File: src/design/acr_pkg.sv
package acr_pkg;
  // ---------------------------------------------
  // Register map
  // ---------------------------------------------
  localparam logic [7:0] ACR_OFF_CSR = 8'h00;
  localparam logic [7:0] ACR_OFF_HIGH = 8'h04;
  localparam logic [7:0] ACR_OFF_LOW = 8'h08;
  localparam logic [7:0] ACR_OFF_IRQ_STATUS = 8'h0c;
  localparam logic [7:0] ACR_OFF_IRQ_ENABLE = 8'h10;
  localparam logic [7:0] ACR_OFF_IRQ_CLEAR = 8'h14;
  localparam logic [7:0] ACR_RESET_BYTE = 8'h00;
  localparam logic [9:0] ACR_RESULT_RESET = 10'h000;
  localparam int ACR_BIT_DONE = 7;
  localparam int ACR_BIT_FAST = 6;
  localparam int ACR_BIT_ON = 5;
  localparam int ACR_BIT_SLOW = 4;
  localparam int ACR_SEL_MSB = 3;
  // ---------------------------------------------
  // Conversion timing
  // ---------------------------------------------
  localparam int ACR_CLK_HZ = 20000000;
  localparam int ACR_FAST_MAX_HZ = 4000000;
  localparam logic [3:0] ACR_CONV_TICKS = 4'hb;
  localparam logic [1:0] ACR_DIV_ONE = 2'h0;
  localparam logic [1:0] ACR_DIV_TWO = 2'h1;
  localparam logic [1:0] ACR_DIV_FOUR = 2'h3;
  typedef struct packed {
    logic fast_select;
    logic converter_on;
    logic slow_select;
    logic [3:0] input_select_field;
  } acr_ctrl_t;
  typedef struct packed {
    logic start;
    logic [3:0] channel;
  } acr_conv_req_t;
  typedef struct packed {
    logic done;
    logic [9:0] value;
  } acr_conv_res_t;
endpackage

File: src/design/acr_clk_div.sv
`timescale 1ns/1ns
module acr_clk_div (
  input wire logic clk_i,
  input wire logic rstn_i,
  input wire logic run_i,
  input wire logic fast_i,
  input wire logic slow_i,
  output logic tick_o
);
  import acr_pkg::*;
  logic [1:0] cnt_q, cnt_d;
  logic [1:0] lim;
  logic tick_d;
  // ---------------------------------------------
  // Divider select
  // ---------------------------------------------
  always_comb begin
    if (slow_i && !fast_i) begin
      lim = ACR_DIV_FOUR;
    end else if (fast_i && !slow_i) begin
      lim = ACR_DIV_ONE;
    end else begin
      lim = ACR_DIV_TWO;
    end
    tick_d = 1'b0;
    cnt_d = cnt_q;
    if (!run_i) begin
      cnt_d = 2'h0;
    end else if (cnt_q >= lim) begin
      cnt_d = 2'h0;
      tick_d = 1'b1;
    end else begin
      cnt_d = cnt_q + 2'h1;
    end
  end
  always_ff @(posedge clk_i) begin
    if (!rstn_i) begin
      cnt_q <= 2'h0;
      tick_o <= 1'b0;
    end else begin
      cnt_q <= cnt_d;
      tick_o <= tick_d;
    end
  end
endmodule

File: src/design/acr_core_seq.sv
`timescale 1ns/1ns
module acr_core_seq (
  input wire logic clk_i,
  input wire logic rstn_i,
  input wire logic tick_i,
  input acr_pkg::acr_conv_req_t req_i,
  input wire logic [9:0] sample_i,
  output acr_pkg::acr_conv_res_t res_o
);
  import acr_pkg::*;
  logic [3:0] cnt_q, cnt_d;
  acr_conv_res_t res_d;
  // ---------------------------------------------
  // Conversion sequencer
  // ---------------------------------------------
  always_comb begin
    cnt_d = cnt_q;
    res_d = res_o;
    res_d.done = 1'b0;
    if (!req_i.start) begin
      cnt_d = 4'h0;
    end else if (tick_i) begin
      if (cnt_q == ACR_CONV_TICKS) begin
        cnt_d = 4'h0;
        res_d.done = 1'b1;
        res_d.value = sample_i;
      end else begin
        cnt_d = cnt_q + 4'h1;
      end
    end
  end
  always_ff @(posedge clk_i) begin
    if (!rstn_i) begin
      cnt_q <= 4'h0;
      res_o <= '0;
    end else begin
      cnt_q <= cnt_d;
      res_o <= res_d;
    end
  end
endmodule

File: src/design/acr_top.sv
// Implementation choices: register access over APB and the address map.
`timescale 1ns/1ns
module acr_top (
  input wire logic clk_i,
  input wire logic rstn_i,
  input wire logic psel_i,
  input wire logic penable_i,
  input wire logic pwrite_i,
  input wire logic [7:0] paddr_i,
  input wire logic [31:0] pwdata_i,
  output logic [31:0] prdata_o,
  output logic pready_o,
  output logic pslverr_o,
  input wire logic [9:0] sample_i,
  output logic [3:0] channel_o,
  output logic power_o,
  output logic irq_o
);
  import acr_pkg::*;
  // ---------------------------------------------
  // State and next values
  // ---------------------------------------------
  acr_ctrl_t ctrl_q, ctrl_d;
  logic done_q, done_d;
  logic [9:0] res_q, res_d;
  logic irq_st_q, irq_st_d;
  logic irq_en_q, irq_en_d;
  logic [31:0] prdata_d;
  logic pready_d;
  logic pslverr_d;
  logic [3:0] channel_d;
  logic power_d;
  logic irq_d;
  // ---------------------------------------------
  // Internal strobes
  // ---------------------------------------------
  logic tick;
  acr_conv_req_t req;
  acr_conv_res_t conv;
  logic acc;
  logic first;
  logic wr;
  logic rd;
  logic wr_csr;
  logic rd_high;
  logic irq_en_wr;
  logic irq_clr;
  logic conv_end;
  // ---------------------------------------------
  // Map check
  // ---------------------------------------------
  // Address lies inside the register map
  function automatic logic is_mapped(input logic [7:0] addr);
    logic hit;
    hit = 1'b0;
    case (addr)
      ACR_OFF_CSR, ACR_OFF_HIGH, ACR_OFF_LOW: begin
        hit = 1'b1;
      end
      ACR_OFF_IRQ_STATUS, ACR_OFF_IRQ_ENABLE, ACR_OFF_IRQ_CLEAR: begin
        hit = 1'b1;
      end
      default: begin
        hit = 1'b0;
      end
    endcase
    return hit;
  endfunction
  // ---------------------------------------------
  // Register select
  // ---------------------------------------------
  // Address names the given register
  function automatic logic hits(input logic [7:0] addr, input logic [7:0] off);
    logic same;
    same = (addr == off);
    return same;
  endfunction
  // ---------------------------------------------
  // Control readback
  // ---------------------------------------------
  // Image of the control/status register
  function automatic logic [31:0] csr_image(input acr_ctrl_t ctrl, input logic done);
    logic [31:0] word;
    word = 32'h0000_0000;
    word[ACR_BIT_DONE] = done;
    word[ACR_BIT_FAST] = ctrl.fast_select;
    word[ACR_BIT_ON] = ctrl.converter_on;
    word[ACR_BIT_SLOW] = ctrl.slow_select;
    word[ACR_SEL_MSB:0] = ctrl.input_select_field;
    return word;
  endfunction
  // ---------------------------------------------
  // Bus strobes
  // ---------------------------------------------
  // First access cycle prepares the answer; pready_o rises for the second
  assign acc = psel_i && penable_i;
  assign first = acc && !pready_o;
  // Writes and read side effects land only at the completing edge
  assign wr = acc && pready_o && pwrite_i;
  assign rd = acc && pready_o && !pwrite_i;
  assign wr_csr = wr && hits(paddr_i, ACR_OFF_CSR);
  assign rd_high = rd && hits(paddr_i, ACR_OFF_HIGH);
  assign irq_en_wr = wr && hits(paddr_i, ACR_OFF_IRQ_ENABLE);
  assign irq_clr = wr && hits(paddr_i, ACR_OFF_IRQ_CLEAR) && pwdata_i[0];
  assign conv_end = conv.done && ctrl_q.converter_on;
  assign req.start = ctrl_q.converter_on;
  assign req.channel = ctrl_q.input_select_field;
  // ---------------------------------------------
  // Submodules
  // ---------------------------------------------
  acr_clk_div u_div (
    .clk_i(clk_i),
    .rstn_i(rstn_i),
    .run_i(ctrl_q.converter_on),
    .fast_i(ctrl_q.fast_select),
    .slow_i(ctrl_q.slow_select),
    .tick_o(tick)
  );
  acr_core_seq u_seq (
    .clk_i(clk_i),
    .rstn_i(rstn_i),
    .tick_i(tick),
    .req_i(req),
    .sample_i(sample_i),
    .res_o(conv)
  );
  // ---------------------------------------------
  // Control register
  // ---------------------------------------------
  always_comb begin
    ctrl_d = ctrl_q;
    if (wr_csr) begin
      ctrl_d.fast_select = pwdata_i[ACR_BIT_FAST];
      ctrl_d.converter_on = pwdata_i[ACR_BIT_ON];
      ctrl_d.slow_select = pwdata_i[ACR_BIT_SLOW];
      ctrl_d.input_select_field = pwdata_i[ACR_SEL_MSB:0];
    end
  end
  always_ff @(posedge clk_i) begin
    if (!rstn_i) begin
      ctrl_q <= '0;
    end else begin
      ctrl_q <= ctrl_d;
    end
  end
  // ---------------------------------------------
  // Conversion-done flag
  // ---------------------------------------------
  always_comb begin
    done_d = done_q;
    if (wr_csr || rd_high) begin
      done_d = 1'b0;
    end
    // A finishing conversion wins over a clear in the same cycle
    if (conv_end) begin
      done_d = 1'b1;
    end
  end
  always_ff @(posedge clk_i) begin
    if (!rstn_i) begin
      done_q <= 1'b0;
    end else begin
      done_q <= done_d;
    end
  end
  // ---------------------------------------------
  // Result registers
  // ---------------------------------------------
  always_comb begin
    res_d = res_q;
    // Loaded in the same cycle that sets the done flag
    if (conv_end) begin
      res_d = conv.value;
    end
  end
  always_ff @(posedge clk_i) begin
    if (!rstn_i) begin
      res_q <= ACR_RESULT_RESET;
    end else begin
      res_q <= res_d;
    end
  end
  // ---------------------------------------------
  // Interrupt status
  // ---------------------------------------------
  always_comb begin
    irq_st_d = irq_st_q;
    if (irq_clr) begin
      irq_st_d = 1'b0;
    end
    // Set wins over a clear in the same cycle
    if (conv_end) begin
      irq_st_d = 1'b1;
    end
  end
  always_ff @(posedge clk_i) begin
    if (!rstn_i) begin
      irq_st_q <= 1'b0;
    end else begin
      irq_st_q <= irq_st_d;
    end
  end
  // ---------------------------------------------
  // Interrupt enable
  // ---------------------------------------------
  always_comb begin
    irq_en_d = irq_en_q;
    if (irq_en_wr) begin
      irq_en_d = pwdata_i[0];
    end
  end
  always_ff @(posedge clk_i) begin
    if (!rstn_i) begin
      irq_en_q <= 1'b0;
    end else begin
      irq_en_q <= irq_en_d;
    end
  end
  // ---------------------------------------------
  // Read data
  // ---------------------------------------------
  always_comb begin
    prdata_d = 32'h0000_0000;
    // Prepared in the first access cycle, stands in the second
    if (first && !pwrite_i) begin
      case (paddr_i)
        ACR_OFF_CSR: begin
          prdata_d = csr_image(ctrl_q, done_q);
        end
        ACR_OFF_HIGH: begin
          prdata_d[7:0] = res_q[9:2];
        end
        ACR_OFF_LOW: begin
          prdata_d[1:0] = res_q[1:0];
        end
        ACR_OFF_IRQ_STATUS: begin
          prdata_d[0] = irq_st_q;
        end
        ACR_OFF_IRQ_ENABLE: begin
          prdata_d[0] = irq_en_q;
        end
        default: begin
          prdata_d = 32'h0000_0000;
        end
      endcase
    end
  end
  always_ff @(posedge clk_i) begin
    if (!rstn_i) begin
      prdata_o <= 32'h0000_0000;
    end else begin
      prdata_o <= prdata_d;
    end
  end
  // ---------------------------------------------
  // Bus response
  // ---------------------------------------------
  always_comb begin
    pslverr_d = 1'b0;
    // One wait state: pready_o is high only in the second access cycle
    pready_d = first;
    if (first) begin
      pslverr_d = !is_mapped(paddr_i);
    end
  end
  always_ff @(posedge clk_i) begin
    if (!rstn_i) begin
      pready_o <= 1'b0;
      pslverr_o <= 1'b0;
    end else begin
      pready_o <= pready_d;
      pslverr_o <= pslverr_d;
    end
  end
  // ---------------------------------------------
  // Converter outputs and interrupt line
  // ---------------------------------------------
  always_comb begin
    channel_d = ctrl_d.input_select_field;
    power_d = ctrl_d.converter_on;
    irq_d = irq_st_d && irq_en_d;
  end
  always_ff @(posedge clk_i) begin
    if (!rstn_i) begin
      channel_o <= 4'h0;
      power_o <= 1'b0;
      irq_o <= 1'b0;
    end else begin
      channel_o <= channel_d;
      power_o <= power_d;
      irq_o <= irq_d;
    end
  end
endmodule

File: config.mk
export PLATFORM = sky130hd
export DESIGN_NAME = acr_top
export DESIGN_NICKNAME = d
export VERILOG_FILES = /design/src/design/acr_pkg.sv /design/src/design/acr_clk_div.sv /design/src/design/acr_core_seq.sv /design/src/design/acr_top.sv
export SDC_FILE = /design/constraint.sdc
export NUM_CORES = 1
export LEC_CHECK = 0
export BUFFER_PORTS_ARGS = -buffer_cell sky130_fd_sc_hd__buf_2
export CELL_PAD_IN_SITES_DETAIL_PLACEMENT = 0
export CELL_PAD_IN_SITES_GLOBAL_PLACEMENT = 1
export CORE_ASPECT_RATIO = 1.25
export CORE_MARGIN = 3
export CORE_UTILIZATION = 33
export CTS_BUF_LIST = sky130_fd_sc_hd__clkbuf_8 sky130_fd_sc_hd__clkbuf_16
export DETAILED_ROUTE_END_ITERATION = 10
export HOLD_SLACK_MARGIN = 0.08
export PLACE_DENSITY_LB_ADDON = 0.1
export SYNTH_ARGS = -nofsm -noshare
export SYNTH_HDL_FRONTEND = slang
export SYNTH_SLANG_ARGS = --single-unit
File: constraint.sdc
create_clock -name clk_i -period 1.9 [get_ports clk_i]
set_input_delay 0.38 -clock clk_i [delete_from_list [all_inputs] [get_ports clk_i]]
set_output_delay 0.38 -clock clk_i [all_outputs]
set_load 0.01 [all_outputs]
Word level (Yosys, flattened, before mapping)

Index checks and enable logic that the tools add are counted.

Add/sub/neg operators: 2
$lt $le $gt $ge: 1
Eq/ne operators: 6
Mux-type cells: 16
Bitwise operators: 2
Reduce and logical (&&, ||, !) cells: 30

Operators with widths:

| kind                                                 | number |
|---|---|
| equality test 8 x 4 -> 1 bit (second input constant) | 2 |
| equality test 8 x 5 -> 1 bit (second input constant) | 2 |
| logical AND 1 bit                                    | 15 |
| case mux 6 bit (2 select lines)                      | 1 |
| two-way mux 11 bit                                   | 1 |
| two-way mux 1 bit                                    | 9 |
| equality test 8 x 3 -> 1 bit (second input constant) | 1 |
| zero test 8 bit                                      | 1 |
| two-way mux 6 bit                                    | 1 |
| AND reduction 2 bit                                  | 3 |
| AND reduction 3 bit                                  | 2 |
| OR reduction 6 bit                                   | 1 |
| zero test 1 bit                                      | 5 |
| case mux 1 bit (5 select lines)                      | 1 |
| adder 4 x 1 -> 4 bit (second input constant)         | 1 |
| equality test 4 bit (second input constant)          | 1 |
| two-way mux 4 bit                                    | 1 |
| case mux 1 bit (3 select lines)                      | 1 |
| OR reduction 3 bit                                   | 1 |
| adder 2 x 1 -> 2 bit (second input constant)         | 1 |
| >= comparator 2 bit                                  | 1 |
| two-way mux 2 bit                                    | 1 |
| inverter 1 bit                                       | 2 |
| nonzero test 2 bit                                   | 1 |
| logical OR 1 bit                                     | 1 |

Bits in registers: 73
Bits of input ports: 55
Logic and storage cells: 75

Longest topological paths before layout

Word-level depth: 8
Gate-level depth with buffers: 6

Modules after synthesis

Synthesis repeated with hierarchy kept, for this count alone.

Cell total of the unflattened synthesis: 269
Area, all modules: 2338.5 um2

Modules (own cells, without submodules):

| module       | times used | cells an instance | area an instance (um2) | sequential area each (um2) |
|---|---|---|---|---|
| acr_top      | 1          | 184               | 1536.5                 | 620.6 |
| acr_core_seq | 1          | 70                | 644.4                  | 300.3 |
| acr_clk_div  | 1          | 15                | 157.7                  | 60.1 |

Worst setup path after synthesis

OpenSTA, ideal clock, no wires.

Kind: input port to flip-flop
From: in paddr_i[5]
To: reg channel_o[0]
Library setup time: 128 ps
Arrival time: 1614 ps
Slack: 159 ps
Stages: 4
Buffers on the path: 0
Path through: or4_4 -> nor4_4 -> mux2i_1 -> nor2_1

Word-level cells in the longest chain between the ends: 2

Ends and longest elaborated chain:

| element                | line           | text |
|---|---|---|
| start: declaration     | acr_top.sv:9   | `input wire logic [7:0] paddr_i,` |
| zero test 8 bit        | acr_top.sv:75  | `same = (addr == off);` |
| logical AND 1 bit      | acr_top.sv:101 | `assign wr_csr = wr && hits(paddr_i, ACR_OFF_CSR);` |
| end signal: assignment | acr_top.sv:289 | `channel_o <= channel_d;` |
| end: declaration       | acr_top.sv:15  | `output logic [3:0] channel_o,` |

No other way between the ends.
A chain may end at the register's enable or synchronous reset.

Final worst setup path

From: in paddr_i[1]
To: reg prdata_o[5]

Word-level cells in the longest chain between the ends: 2

Ends and longest elaborated chain:

| element                                                         | line           | text |
|---|---|---|
| equality test 8 x 3 -> 1 bit or zero test 8 bit (tied branches) | acr_top.sv:226 | `case (paddr_i)` |
| case mux 6 bit (2 select lines) *                               | acr_top.sv:226 |  |
| end signal: assignment                                          | acr_top.sv:252 | `prdata_o <= prdata_d;` |
| end: declaration                                                | acr_top.sv:11  | `output logic [31:0] prdata_o,` |

Mark *: on every way between the ends. The rest lies on a longest branch, timed or not.

==> flow_summary_export.csv <==
group,metric,value,unit
timing,finalHoldViolCount,0,
grt,gr-usage-all-layers,0.124,
synth,synth_top_area_cell,"dfxtp_1",
synth,avgSynthCellArea,9.07,sq um
drt,drt_wl_total,4380,microns
drt,viasPerCell,4.27,
synth,yosysWarnings,0,
synth,ys_seq_area_frac,0.462,
timing,rsz0062_at_grt,"false",
synth,synth_cell_type_count,32,
timing,fmax,650,MHz
synth,syn_inst,234,
clocking,cts_buffers,5,
drt,wl_met2,2020,microns
worst_setup_path,end_kind,"register",
timing,fin_tns_setup,0,ns
clocking,path_clk_slew,0.09,ns
synth,ys_top_cells_by_count,"dfxtp_1 (49), nor2_1 (32), mux2i_1 (28)",
drt,dr_total_vias,1585,
placed_design,gp_congestion,0.750,
drt,ant_nets,0,
worst_setup_path,regToRegSetupSlack,0.38,ns
clocking,cts.sinks,49,
timing,slew_violations,0,
timing,finClkSkew,0.00406,ns
drt,drtPass1Iterations,4,
clocking,clk_path_buf_depth,2,
floorplan,die_h,95.7,microns
grt,grt_max_degree,21,
placed_design,post_dp_cell_area,2420,sq um
worst_setup_path,crit_type,"primary input to register",
floorplan,core_area,6210,sq um
finish,layout-drive-gt1-share,0.220,
timing,finalSetupViolations,0,
run,cap_violations,0,
drt,drcViolationCount,0,
worst_hold_path,min_path_type,"primary input to register",
floorplan,die_area,7430,sq um
power,ir_worst_vdd,0.331,mV
clocking,cts-root-buf,"clkbuf_8",
worst_setup_path,crit_required,2.13,ns
floorplan,design.portCount,95,
finish,diodes,0,
synth,yosysMostFrequentCell,"dfxtp_1",
drt,top_layer,"met4",
drt,drt_iter0_drc,54,
synth,synth_top_area_frac,0.462,
floorplan,rows,32,
power,power.density,752,nW/um^2
finish,area_delta_synth_final,19.5,%
timing,timing.final.crit_share,0.809,
power,p_leak,1.12,nW
clocking,worstSkewPairLatency,0.30,ns
finish,final_util,0.408,
timing,slew_headroom,0.670,
floorplan,start_util,0.342,
worst_setup_path,worst_ep_arrival_time,1.77,ns
placed_design,io_buffers,45,
finish,nFillCells,656,
timing,worst_slew_pin_slew,0.482,ns
grt,overflow,0,
timing,min_period,1.54,ns
synth,syn_area,2120,sq um
floorplan,chipWidth,77.7,microns
drt,met1_length,2080,microns
timing,whs,0.305,ns
clocking,post_cts_buffers,0,
synth,ys.flop_type,"dfxtp_1",
clocking,cts_max_level,2,
worst_setup_path,critPathLaunchType,"primary input",
finish,design_area,2530,sq um
worst_setup_path,crit_fanout,6,
clocking,holdBufCountCts,0,
drt,wl_met3,201,microns
grt,grt_pass1_vias,1555,
synth,post_synth_main_area_contributors,"dfxtp_1 (46%), mux2i_1 (13%), buf_4 (8.5%)",
finish,nets,343,
synth,ys_async_sr_fraction,0,
status,status,"finished clean",
grt,grt_pass1_wl,7130,microns
drt,drt-wirelength-per-cell,11.8,microns
synth,synth_seq_cells,49,
synth,synth_edf_count,0,
placed_design,dp_hpwl,3310,microns
grt,grt_antenna_before_repair,0,
clocking,post_cts_resize_count,0,
clocking,cts_tree,"built",
==> cell type report <==
class / count / area [sq um] / area share
clock buffer: 6 / 82.6 / 0.0326
clock inverter: 2 / 33.8 / 0.0133
inverter: 4 / 15.0 / 0.00592
multi-input combinational: 171 / 998 / 0.394
sequential: 49 / 981 / 0.387
tap: 85 / 106 / 0.0420
timing repair buffer: 54 / 318 / 0.125
==> cell usage in the layout (no fill, tap or decap), drive strengths merged <==
cell type	netlist	routed
nand4b	1	1
ha	3	3
conb	1	24
nor4	3	3
o22a	1	1
and4b	1	1
a21oi	19	19
inv	4	5
o41ai	1	1
mux2i	28	28
a21boi	2	2
and3	1	1
nand4	2	2
and2	1	1
nor2	32	32
a2111oi	1	1
or3	2	2
nand2	27	27
nor3	2	2
nand3b	2	2
o21ai	5	5
xnor2	2	2
nand2b	4	4
dfxtp	49	49
clkbuf	8	6
nor2b	1	1
or4	4	4
nand3	2	2
buf	25	54
bufinv	0	1
==> power breakdown <==
part | switching [mW] | internal, mW | total [mW]
logic | 0.0674 | 0.0434 | 0.111
clock network | 0.343 | 0.424 | 0.767
registers | 0.000880 | 1.03 | 1.03
total | 0.411 | 1.50 | 1.91
==> cells by family after synthesis <==
family / share of synthesized area
buffers and inverters: 0.108
other: 0.00177
and+or+nand+nor: 0.194
xor gates and xnor gates: 0.00826
muxes: 0.132
adders and majority gates: 0.0177
DFF: 0.462
AOI/OAI and AO/OA: 0.0761
==> registers in the layout, summed over array words and instances, names as in the netlist, 2 cells and up <==
name	count
ctrl_q	2
u_seq.res_o	11
prdata_o	8
u_seq.cnt_q	4
channel_o	4
res_q	10
u_div.cnt_q	2
==> metrics by stage <==
step                      setup slack (ns)  power, mW  cells
final                                0.363       1.91    371
after global placement              0.0201       1.16    363
after CTS                            0.344       1.93    371
after global routing                 0.218       1.98    371
after floorplan                      0.159       1.14    257
after detailed placement            0.0321       1.16    363
==> final timing paths <==
path	from	to	cells past startpoint
worst max-delay path	paddr_i[1]	prdata_o[5]	4
worst max register to register	pready_o	irq_o	4
worst min-delay path	sample_i[9]	u_seq.res_o[9]	3
worst min register to register	res_q[1]	res_q[1]	2
==> layer usage <==
layer | GRT usage | vias up
li1 | - | 842
met1 | 0.154 | 699
met2 | 0.199 | 39
met3 | 0.0378 | 5
met4 | 0.0490 | 0
met5 | 0 | -
==> critical path: stages <==
cell	delay [ns]
buf_2	0.11
or3_1	0.46
or4_1	0.66
nor2_1	0.16
No activity file was read; power rests on OpenSTA's default activity.
